[src/hw/adc_ctl_map.vh]
// register offsets, field positions, reset values and timing counts of the converter control
`ifndef ADC_CTL_MAP_VH
`define ADC_CTL_MAP_VH

// register byte offsets on the plain register port
`define OFS_CONV_CONTROL_ONE  4'h0
`define OFS_CONV_CONTROL_TWO  4'h1
`define OFS_RESULT_LOW_BYTE   4'h2
`define OFS_RESULT_HIGH_BITS  4'h3
`define OFS_IRQ_STATUS        4'h4
`define OFS_IRQ_MASK          4'h5

// conv_control_one fields
`define BIT_START             7
`define BIT_AIN_ENABLE        4
`define MODE_HI               6
`define MODE_LO               5
`define CHAN_HI               2
`define CHAN_LO               0

// conv_control_two fields
`define BIT_END_FLAG          7
`define BIT_BUSY_FLAG         6
`define CKSEL_HI              2
`define CKSEL_LO              0

// operating mode codes
`define MODE_DISABLE          2'h0
`define MODE_SINGLE           2'h1
`define MODE_REPEAT           2'h3

// reset value of every register
`define REG_RESET             8'h00

// conversion length per time select code, in clock cycles
`define CONV_CYC_0            10'h027
`define CONV_CYC_1            10'h04e
`define CONV_CYC_2            10'h09c
`define CONV_CYC_3            10'h138
`define CONV_CYC_4            10'h270

`endif

[src/hw/adc_sequencing_control.v]
// converter control: registers, start and stop sequencing, result handling, interrupt
//
// The plain strobed port and the address map were left to the implementer.
`timescale 1ns/10ps
`default_nettype none
`include "adc_ctl_map.vh"

module adc_sequencing_control
(
    input  wire       i_clk,
    input  wire       i_sys_rst,
    input  wire [3:0] i_addr,
    input  wire [7:0] i_wdata,
    input  wire       i_wr,
    input  wire       i_rd,
    input  wire       i_low_power_entry,
    input  wire       i_cmp_high,
    output reg  [7:0] o_rdata,
    output reg        o_irq,
    output reg        o_conversion_done_irq,
    output reg  [9:0] o_dac_trial,
    output reg  [2:0] o_channel_select,
    output reg        o_analog_input_enable,
    output reg        o_analog_reference_on,
    output reg        o_sample_hold
);

    // ************************************************************
    // state and registers
    // ************************************************************
    localparam ST_IDLE = 2'h0;
    localparam ST_CONV = 2'h1;
    localparam ST_STORE = 2'h2;

    reg  [1:0] state;
    reg  [1:0] next_state;
    reg        conversion_start_bit;
    reg  [1:0] operating_mode_field;
    reg        analog_input_enable;
    reg  [2:0] channel_select;
    reg  [2:0] time_select;
    reg        conversion_end_flag;
    reg        converter_busy_flag;
    reg  [7:0] result_low_byte;
    reg  [1:0] result_high_bits;
    reg        low_read_pending;
    reg  [1:0] irq_status;
    reg  [1:0] irq_mask;
    reg        cmp_meta;
    reg        cmp_sync;
    reg        lp_meta;
    reg        lp_sync;
    reg  [1:0] step_div;

    wire       timer_run;
    wire       timer_done;
    wire [9:0] sar_trial;
    wire [9:0] sar_value;
    wire       wr_ctl1;
    wire       force_stop;
    wire       start_req;
    wire       conv_begin;
    wire       rd_high;
    wire       rd_low;
    wire       rd_status;
    wire       store_ok;
    wire       store_now;
    wire       step_tick;

    // ************************************************************
    // pin synchronisers
    // ************************************************************

    // comparator and low-power request come from outside this clock
    always @(posedge i_clk)
    begin
        if (i_sys_rst)
        begin
            cmp_meta <= 1'b0;
            cmp_sync <= 1'b0;
            lp_meta  <= 1'b0;
            lp_sync  <= 1'b0;
        end
        else
        begin
            cmp_meta <= i_cmp_high;
            cmp_sync <= cmp_meta;
            lp_meta  <= i_low_power_entry;
            lp_sync  <= lp_meta;
        end
    end

    // ************************************************************
    // access decode
    // ************************************************************
    assign wr_ctl1    = i_wr && (i_addr == `OFS_CONV_CONTROL_ONE);
    assign force_stop = wr_ctl1 && (i_wdata[`MODE_HI:`MODE_LO] == `MODE_DISABLE);
    assign rd_high    = i_rd && (i_addr == `OFS_RESULT_HIGH_BITS);
    assign rd_low     = i_rd && (i_addr == `OFS_RESULT_LOW_BYTE);
    assign rd_status  = i_rd && (i_addr == `OFS_IRQ_STATUS);
    // start only from an enabled mode and an idle converter
    assign start_req  = conversion_start_bit && (operating_mode_field != `MODE_DISABLE) && (state == ST_IDLE);
    // repeat mode chains the next conversion right after a store
    assign conv_begin = start_req || ((state == ST_STORE) && (operating_mode_field == `MODE_REPEAT));
    // a completion between the low and high reads is dropped
    assign store_ok   = !(low_read_pending && !rd_high);
    assign store_now  = (state == ST_STORE) && store_ok;

    // ************************************************************
    // conversion engine
    // ************************************************************

    // decision pace: trial flop, output flop and two comparator flops make the answer
    // four cycles late; at the shortest length the tenth step lands just before the store
    always @(posedge i_clk)
    begin
        if (i_sys_rst || conv_begin)
            step_div <= 2'h0;
        else
            step_div <= step_div + 2'h1;
    end

    // one decision enable every fourth cycle
    assign step_tick = (step_div == 2'h3);

    conv_timer u_timer
    (
        .i_clk      (i_clk),
        .i_sys_rst  (i_sys_rst),
        .i_start    (conv_begin),
        .i_abort    (force_stop || lp_sync),
        .i_time_sel (time_select),
        .o_run      (timer_run),
        .o_done     (timer_done)
    );

    sar_core u_sar
    (
        .i_clk      (i_clk),
        .i_sys_rst  (i_sys_rst),
        .i_start    (conv_begin),
        .i_abort    (force_stop || lp_sync),
        .i_step     (step_tick),
        .i_cmp_high (cmp_sync),
        .o_trial    (sar_trial),
        .o_value    (sar_value)
    );

    // next state of the sequencer
    always @*
    begin
        next_state = state;
        case (state)
            ST_IDLE:  if (start_req) next_state = ST_CONV;
            ST_CONV:  if (timer_done) next_state = ST_STORE;
            ST_STORE: next_state = (operating_mode_field == `MODE_REPEAT) ? ST_CONV : ST_IDLE;
            default:  next_state = ST_IDLE;
        endcase
        if (force_stop || lp_sync)
            next_state = ST_IDLE;
    end

    // ************************************************************
    // control, flags and results
    // ************************************************************

    // register updates; low-power entry and disable code clear as documented
    always @(posedge i_clk)
    begin
        if (i_sys_rst || lp_sync)
        begin
            state                <= ST_IDLE;
            conversion_start_bit <= 1'b0;
            operating_mode_field <= `MODE_DISABLE;
            analog_input_enable  <= 1'b0;
            conversion_end_flag  <= 1'b0;
            converter_busy_flag  <= 1'b0;
            result_low_byte      <= `REG_RESET;
            result_high_bits     <= 2'h0;
            low_read_pending     <= 1'b0;
            if (i_sys_rst)
            begin
                channel_select <= 3'h0;
                time_select    <= 3'h0;
            end
        end
        else
        begin
            state <= next_state;
            if (rd_low)
                low_read_pending <= 1'b1;
            else if (rd_high)
                low_read_pending <= 1'b0;
            if (wr_ctl1)
            begin
                conversion_start_bit <= i_wdata[`BIT_START];
                operating_mode_field <= i_wdata[`MODE_HI:`MODE_LO];
                analog_input_enable  <= i_wdata[`BIT_AIN_ENABLE];
                channel_select       <= i_wdata[`CHAN_HI:`CHAN_LO];
            end
            else if (conv_begin)
                conversion_start_bit <= 1'b0;
            if (i_wr && (i_addr == `OFS_CONV_CONTROL_TWO) && !converter_busy_flag)
                time_select <= i_wdata[`CKSEL_HI:`CKSEL_LO];
            if (force_stop)
            begin
                conversion_end_flag <= 1'b0;
                converter_busy_flag <= 1'b0;
                result_low_byte     <= `REG_RESET;
                result_high_bits    <= 2'h0;
            end
            else
            begin
                if (conv_begin)
                    converter_busy_flag <= 1'b1;
                else if ((state == ST_STORE) && (operating_mode_field != `MODE_REPEAT))
                    converter_busy_flag <= 1'b0;
                if (store_now)
                begin
                    result_low_byte     <= sar_value[7:0];
                    result_high_bits    <= sar_value[9:8];
                    conversion_end_flag <= 1'b1;
                end
                else if (rd_high || start_req)
                    conversion_end_flag <= 1'b0;
            end
        end
    end

    // ************************************************************
    // interrupt status, mask and outputs
    // ************************************************************

    // sticky status: bit0 done, bit1 dropped result; set wins over read clear
    always @(posedge i_clk)
    begin
        if (i_sys_rst)
        begin
            irq_status            <= 2'h0;
            irq_mask              <= 2'h0;
            o_conversion_done_irq <= 1'b0;
            o_irq                 <= 1'b0;
        end
        else
        begin
            o_conversion_done_irq <= store_now && !force_stop && !lp_sync;
            irq_status <= (rd_status ? 2'h0 : irq_status)
                        | {(state == ST_STORE) && !store_ok, store_now && !force_stop && !lp_sync};
            if (i_wr && (i_addr == `OFS_IRQ_MASK))
                irq_mask <= i_wdata[1:0];
            o_irq <= |(irq_status & irq_mask);
        end
    end

    // read data one cycle after the read strobe, unmapped reads as zero
    always @(posedge i_clk)
    begin
        if (i_sys_rst)
            o_rdata <= `REG_RESET;
        else if (i_rd)
        begin
            case (i_addr)
                `OFS_CONV_CONTROL_ONE: o_rdata <= {conversion_start_bit, operating_mode_field,
                                                   analog_input_enable, 1'b0, channel_select};
                `OFS_CONV_CONTROL_TWO: o_rdata <= {conversion_end_flag, converter_busy_flag, 3'h0, time_select};
                `OFS_RESULT_LOW_BYTE:  o_rdata <= result_low_byte;
                `OFS_RESULT_HIGH_BITS: o_rdata <= {6'h00, result_high_bits};
                `OFS_IRQ_STATUS:       o_rdata <= {6'h00, irq_status};
                `OFS_IRQ_MASK:         o_rdata <= {6'h00, irq_mask};
                default:               o_rdata <= `REG_RESET;
            endcase
        end
        else
            o_rdata <= `REG_RESET;
    end

    // analog side drives; reference drops with low-power entry
    always @(posedge i_clk)
    begin
        if (i_sys_rst || lp_sync)
        begin
            o_dac_trial           <= 10'h000;
            o_channel_select      <= 3'h0;
            o_analog_input_enable <= 1'b0;
            o_analog_reference_on <= 1'b0;
            o_sample_hold         <= 1'b0;
        end
        else
        begin
            o_dac_trial           <= sar_trial;
            o_channel_select      <= channel_select;
            o_analog_input_enable <= analog_input_enable;
            o_analog_reference_on <= analog_input_enable && (operating_mode_field != `MODE_DISABLE);
            o_sample_hold         <= timer_run;
        end
    end

endmodule // adc_sequencing_control
`default_nettype wire

[src/hw/conv_timer.v]
// conversion length counter: counts a selected number of cycles and pulses on completion
`timescale 1ns/10ps
`default_nettype none
`include "adc_ctl_map.vh"

module conv_timer
(
    input  wire       i_clk,
    input  wire       i_sys_rst,
    input  wire       i_start,
    input  wire       i_abort,
    input  wire [2:0] i_time_sel,
    output reg        o_run,
    output reg        o_done
);

    reg  [9:0] count;

    // length table for the time select codes, reserved codes fall back to the longest
    function [9:0] conv_len;
        input [2:0] sel;
        begin
            case (sel)
                3'h0:    conv_len = `CONV_CYC_0;
                3'h1:    conv_len = `CONV_CYC_1;
                3'h2:    conv_len = `CONV_CYC_2;
                3'h3:    conv_len = `CONV_CYC_3;
                default: conv_len = `CONV_CYC_4;
            endcase
        end
    endfunction

    // count down while running; abort wins over everything
    always @(posedge i_clk)
    begin
        o_done <= 1'b0;
        if (i_sys_rst || i_abort)
        begin
            o_run <= 1'b0;
            count <= 10'h000;
        end
        else if (i_start)
        begin
            o_run <= 1'b1;
            count <= conv_len(i_time_sel) - 10'h001;
        end
        else if (o_run)
        begin
            if (count == 10'h000)
            begin
                o_run  <= 1'b0;
                o_done <= 1'b1;
            end
            else
                count <= count - 10'h001;
        end
    end

endmodule // conv_timer
`default_nettype wire

[src/hw/sar_core.v]
// successive approximation engine: one bit decided per step against the comparator
`timescale 1ns/10ps
`default_nettype none

module sar_core
(
    input  wire       i_clk,
    input  wire       i_sys_rst,
    input  wire       i_start,
    input  wire       i_abort,
    input  wire       i_step,
    input  wire       i_cmp_high,
    output reg  [9:0] o_trial,
    output reg  [9:0] o_value
);

    reg  [9:0] bitpos;

    // keep the trial bit when the input is above the trial level, then try the next lower bit
    always @(posedge i_clk)
    begin
        if (i_sys_rst || i_abort)
        begin
            o_trial <= 10'h000;
            o_value <= 10'h000;
            bitpos  <= 10'h000;
        end
        else if (i_start)
        begin
            o_trial <= 10'h200;
            o_value <= 10'h000;
            bitpos  <= 10'h200;
        end
        else if (i_step && (bitpos != 10'h000))
        begin
            if (i_cmp_high)
                o_value <= o_value | bitpos;
            bitpos  <= bitpos >> 1;
            o_trial <= (i_cmp_high ? (o_value | bitpos) : o_value) | (bitpos >> 1);
        end
    end

endmodule // sar_core
`default_nettype wire
[config.mk]
export PLATFORM = sky130hd
export DESIGN_NAME = adc_sequencing_control
export DESIGN_NICKNAME = d
export VERILOG_FILES = /design/src/hw/adc_sequencing_control.v /design/src/hw/conv_timer.v /design/src/hw/sar_core.v
export VERILOG_INCLUDE_DIRS = /design/src /design/src/hw
export SDC_FILE = /design/constraint.sdc
export NUM_CORES = 1
export LEC_CHECK = 0
export BUFFER_PORTS_ARGS = -buffer_cell sky130_fd_sc_hd__buf_2
export CORE_MARGIN = 4
export CORE_UTILIZATION = 43
export CTS_BUF_LIST = sky130_fd_sc_hd__clkbuf_4 sky130_fd_sc_hd__clkbuf_8 sky130_fd_sc_hd__clkbuf_16
export DETAILED_ROUTE_END_ITERATION = 10
export GPL_TIMING_DRIVEN = 0
export SETUP_SLACK_MARGIN = 0.15
export SLEW_MARGIN = 10
export SYNTH_ARGS = -nofsm -noshare
export SYNTH_HDL_FRONTEND = slang
export SYNTH_SLANG_ARGS = --single-unit
export TNS_END_PERCENT = 10
[constraint.sdc]
create_clock -name i_clk -period 2.79 [get_ports i_clk]
set_clock_uncertainty 0.15 [all_clocks]
set_input_delay 0.1395 -clock i_clk [delete_from_list [all_inputs] [get_ports i_clk]]
set_output_delay 0.1395 -clock i_clk [all_outputs]
set_load 0.05 [all_outputs]
==> parameters.txt <==
Parameter                              Value

Run status
  Outcome ... complete, no violations

Floorplanning
  Starting density of the core ... 0.449
  Placeable core region ... 8850 µm²
  I/O Pins ... 44
  Die Span X ... 104 µm
  Die height ... 104 µm
  Total Die Area ... 10800 µm²
  Row count ... 34

Logic synthesis
  Post-synthesis async set-or-reset flop share ... 0
  Number of synthesis warnings ... 0
  Most used DFF post-synth ... dfxtp_1
  Netlist area before placement ... 3970 µm²
  Cell accounting for the most synthesized area ... dfxtp_1
  Cells taking the most area after synthesis ... dfxtp_1 (49%), mux2i_1 (6.8%), nor2_1 (6.1%)
  FF+latch count, synth ... 103
  Total nets after synthesis ... 421
  Area share of the largest cell type after synthesis ... 0.489
  Number of flops mapped to enable cells by yosys ... 6
  Synth unique cells ... 54
  Sequential cell area fraction in the yosys report ... 0.535
  Synth Instances ... 401
  Synthesized area divided by synthesized cell count ... 9.90 µm²

Timing
  Fmax ... 401 MHz
  Time the worst path needs with I/O delays and setup ... 2.49 ns
  Setup WS post-layout ... 0.299 ns
  Fraction of the cycle the final worst path needs ... 0.893
  Worst-margin pin slew ... 0.646 ns
  Setup repair after global routing missed its margin ... yes
  Final TNS setup ... 0 ns
  Count of endpoints failing setup in the final report ... 0
  Number of hold-slack violations in the final timing report ... 0
  Final Slew Violations ... 0
  Relative slew margins ... 0.570

Worst setup path
  Worst setup path class ... reg -> reg
  Largest fanout on the critical path ... 6
  Worst EP arrival ... 2.63 ns
  Series of cell instances along the critical path ... mux2_4 > a31oi_4 > buf_6 > nor4_2 > a21oi_1 > ha_2 > nand3b_1 > or3_1 > a21o_1 > o22ai_1
  Req. time, crit path ... 2.93 ns
  Endpoint class of the critical path ... flop
  Crit path max-delay cell type ... dfxtp_4
  Count of buffering cells on the critical path with inverters included ... 1
  Dominant delay contributor by cell family on the critical path ... compound AO/OA/AOI/OAI gates
  Startpoint class of the critical path ... flop
  Critical path's largest stage delay ... 0.40 ns

Layout
  Filler cell count in the final layout ... 830
  Net count reported at finish ... 495
  Most used cells in the layout excluding fill and tap cells ... dfxtp_1 (96), nor2_1 (64), buf_2 (47)
  Cell area after layout ... 4770 µm²
  Ant. Diodes ... 0
  Post-synthesis to final-layout area growth ... 20.1%
  Share of final-layout standard cells stronger than drive strength 1 ... 0.190
  Flip-flop and latch area ... 2130 µm²
  Most frequent standard cell in the layout excluding fill and tap cells ... dfxtp_1
  Multi-input combinational cell area ... 1790 µm²
  Final cell count without fillers ... 588

CTS
  Clock root buffer ... clkbuf_8
  TritonCTS buffer count ... 9
  Clock sink count ... 103
  Deepest level of the CTS H-tree ... 3
  Clock network latency to the later pin of the worst-skew pair ... 0.36 ns
  Buffer levels on the longest clock path ... 2
  Clock-pin slew reported for the worst setup and hold paths after clock tree synthesis ... 0.10 ns
  CTS tree ... yes

Job
  Maxcap violations ... 0

Power and ir drop
  Total power per unit cell area ... 546 nW/µm²
  Worst vdd rail ir drop ... 0.293 mV
  Leak pwr ... 1.79 nW

Routing
  Mean routed wirelength per cell ... 15.5 µm
  Final WL ... 9100 µm
  # DRC ... 0
  Total via count after detailed routing ... 3081
  DRT antenna net count ... 0
  Average vias per placed instance ... 5.24
  1st-iter DRT viols ... 228
  First-pass iteration count of the detailed router ... 4

Placement
  Count of placed standard cells including taps ... 551
  Detail Placement HPWL ... 6460 µm
  Number of I/O port buffers ... 42
  Final RePlAce weighted congestion ... 0.851
  Placed Instance Area ... 4320 µm²
  Worst setup slack after placement ... -0.107 ns

Global routing
  Wire length of the first global-routing pass ... 15000 µm
  Number of global-route vias before repair ... 2948
  Initial antenna violation count ... 0
  Largest net degree at the start of global routing ... 19
  Global-route congestion overflow total ... 0
  Total routing usage reported by global routing ... 0.172

Worst hold path
  Tightest Hold Check Type ... in -> reg
## metrics by stage
stage                     hold slack, ns  total power (W)   util
after global routing              0.0357          0.00271  0.539
after detailed placement           0.202          0.00168  0.488
final                             0.0424          0.00260  0.539
after floorplan                   0.0611          0.00162      -
after CTS                        0.00440          0.00262  0.532
after global placement             0.198          0.00167  0.488
## worst reg2reg max path, stage by stage, from the launching register on
cell	delay [ns]
dfxtp_4	0.40
mux2_4	0.33
a31oi_4	0.24
buf_6	0.15
nor4_2	0.04
a21oi_1	0.15
ha_2	0.21
nand3b_1	0.12
or3_1	0.32
a21o_1	0.18
o22ai_1	0.13
## worst paths after layout
path | startpoint | slack, ns | cells past startpoint | end
hold reg to reg | step_div[0] | 0.29 | 1 | step_div[0]
setup reg to reg | state[1] | 0.30 | 10 | u_timer.count[4]
hold / removal | i_addr[3] | 0.04 | 4 | o_rdata[3]
setup / recovery | state[1] | 0.30 | 10 | u_timer.count[4]
## sequential cells by signal, summed over array words and instances (netlist names), 2 cells and up
register / cells
channel_select: 3
irq_mask: 2
irq_status: 2
o_channel_select: 3
o_dac_trial: 10
o_rdata: 8
operating_mode_field: 2
result_high_bits: 2
result_low_byte: 8
state: 2
step_div: 2
time_select: 3
u_sar.bitpos: 10
u_sar.o_trial: 10
u_sar.o_value: 10
u_timer.count: 10
## routing by layer
metal | vias up | track usage | wire length [µm] | share of wire
met3 | 7 | 0.0459 | 424 | 0.047
met2 | 62 | 0.258 | 4020 | 0.44
li1 | 1580 | - | - | -
met5 | - | 0 | 0 | 0
met1 | 1432 | 0.245 | 4580 | 0.50
met4 | 0 | 0.0456 | 77 | 0.0085
## final cells by class
type                            count  share of cell area
Buffer                             20              0.0194
Clock buffer                        9              0.0260
Clock inverter                      7              0.0163
Inverter                            4             0.00315
Multi-Input combinational cell    274               0.375
Sequential cell                   103               0.446
Tap cell                          108              0.0283
Timing Repair Buffer               63              0.0855
## kinds of logic (layout without fill, tap and decap cells)
kind of cell | count (synthesis) | in the layout | share of synthesized area
XOR/XNOR | 7 | 7 | 0.0154
buffers and inverters | 24 | 103 | 0.0252
AND/OR/NAND/NOR | 154 | 154 | 0.196
multiplexers | 33 | 33 | 0.0851
flip-flops | 103 | 103 | 0.535
adder cells (fa/ha/maj) | 2 | 2 | 0.00630
AO/OA/AOI/OAI | 78 | 78 | 0.137
## synth_stat cells, types with 4 or more instances
cell type,instances
dfxtp_1,97
nor2_1,64
mux2i_1,27
a21oi_1,26
a211oi_1,21
and2_1,20
nand2_1,14
clkbuf_1,12
nor3_1,9
a31oi_1,7
nand3_1,7
nor2b_1,7
nor4_1,7
edfxtp_1,6
xnor2_1,6
buf_2,5
mux2_2,5
o21ai_0,5
inv_1,4
nand4_1,4
## report_power, final
group          total [W]  switching, W  internal [W]
registers        0.00151    0.00000973       0.00150
logic           0.000147     0.0000932     0.0000539
clock network   0.000949      0.000525      0.000425
## what timing repair did
| item | 4_1_cts | 5_1_grt |
|---|---|---|
| setup buffers | 0 | 5 |
| pin swaps | 0 | 4 |
| setup endpoints to repair | 4 | 3 |
| hold buffers | 16 | 0 |
| gates resized for setup | 7 | 6 |
| endpoints found under the hold margin | 18 | 0 |
No activity file was read; power rests on OpenSTA's default activity.
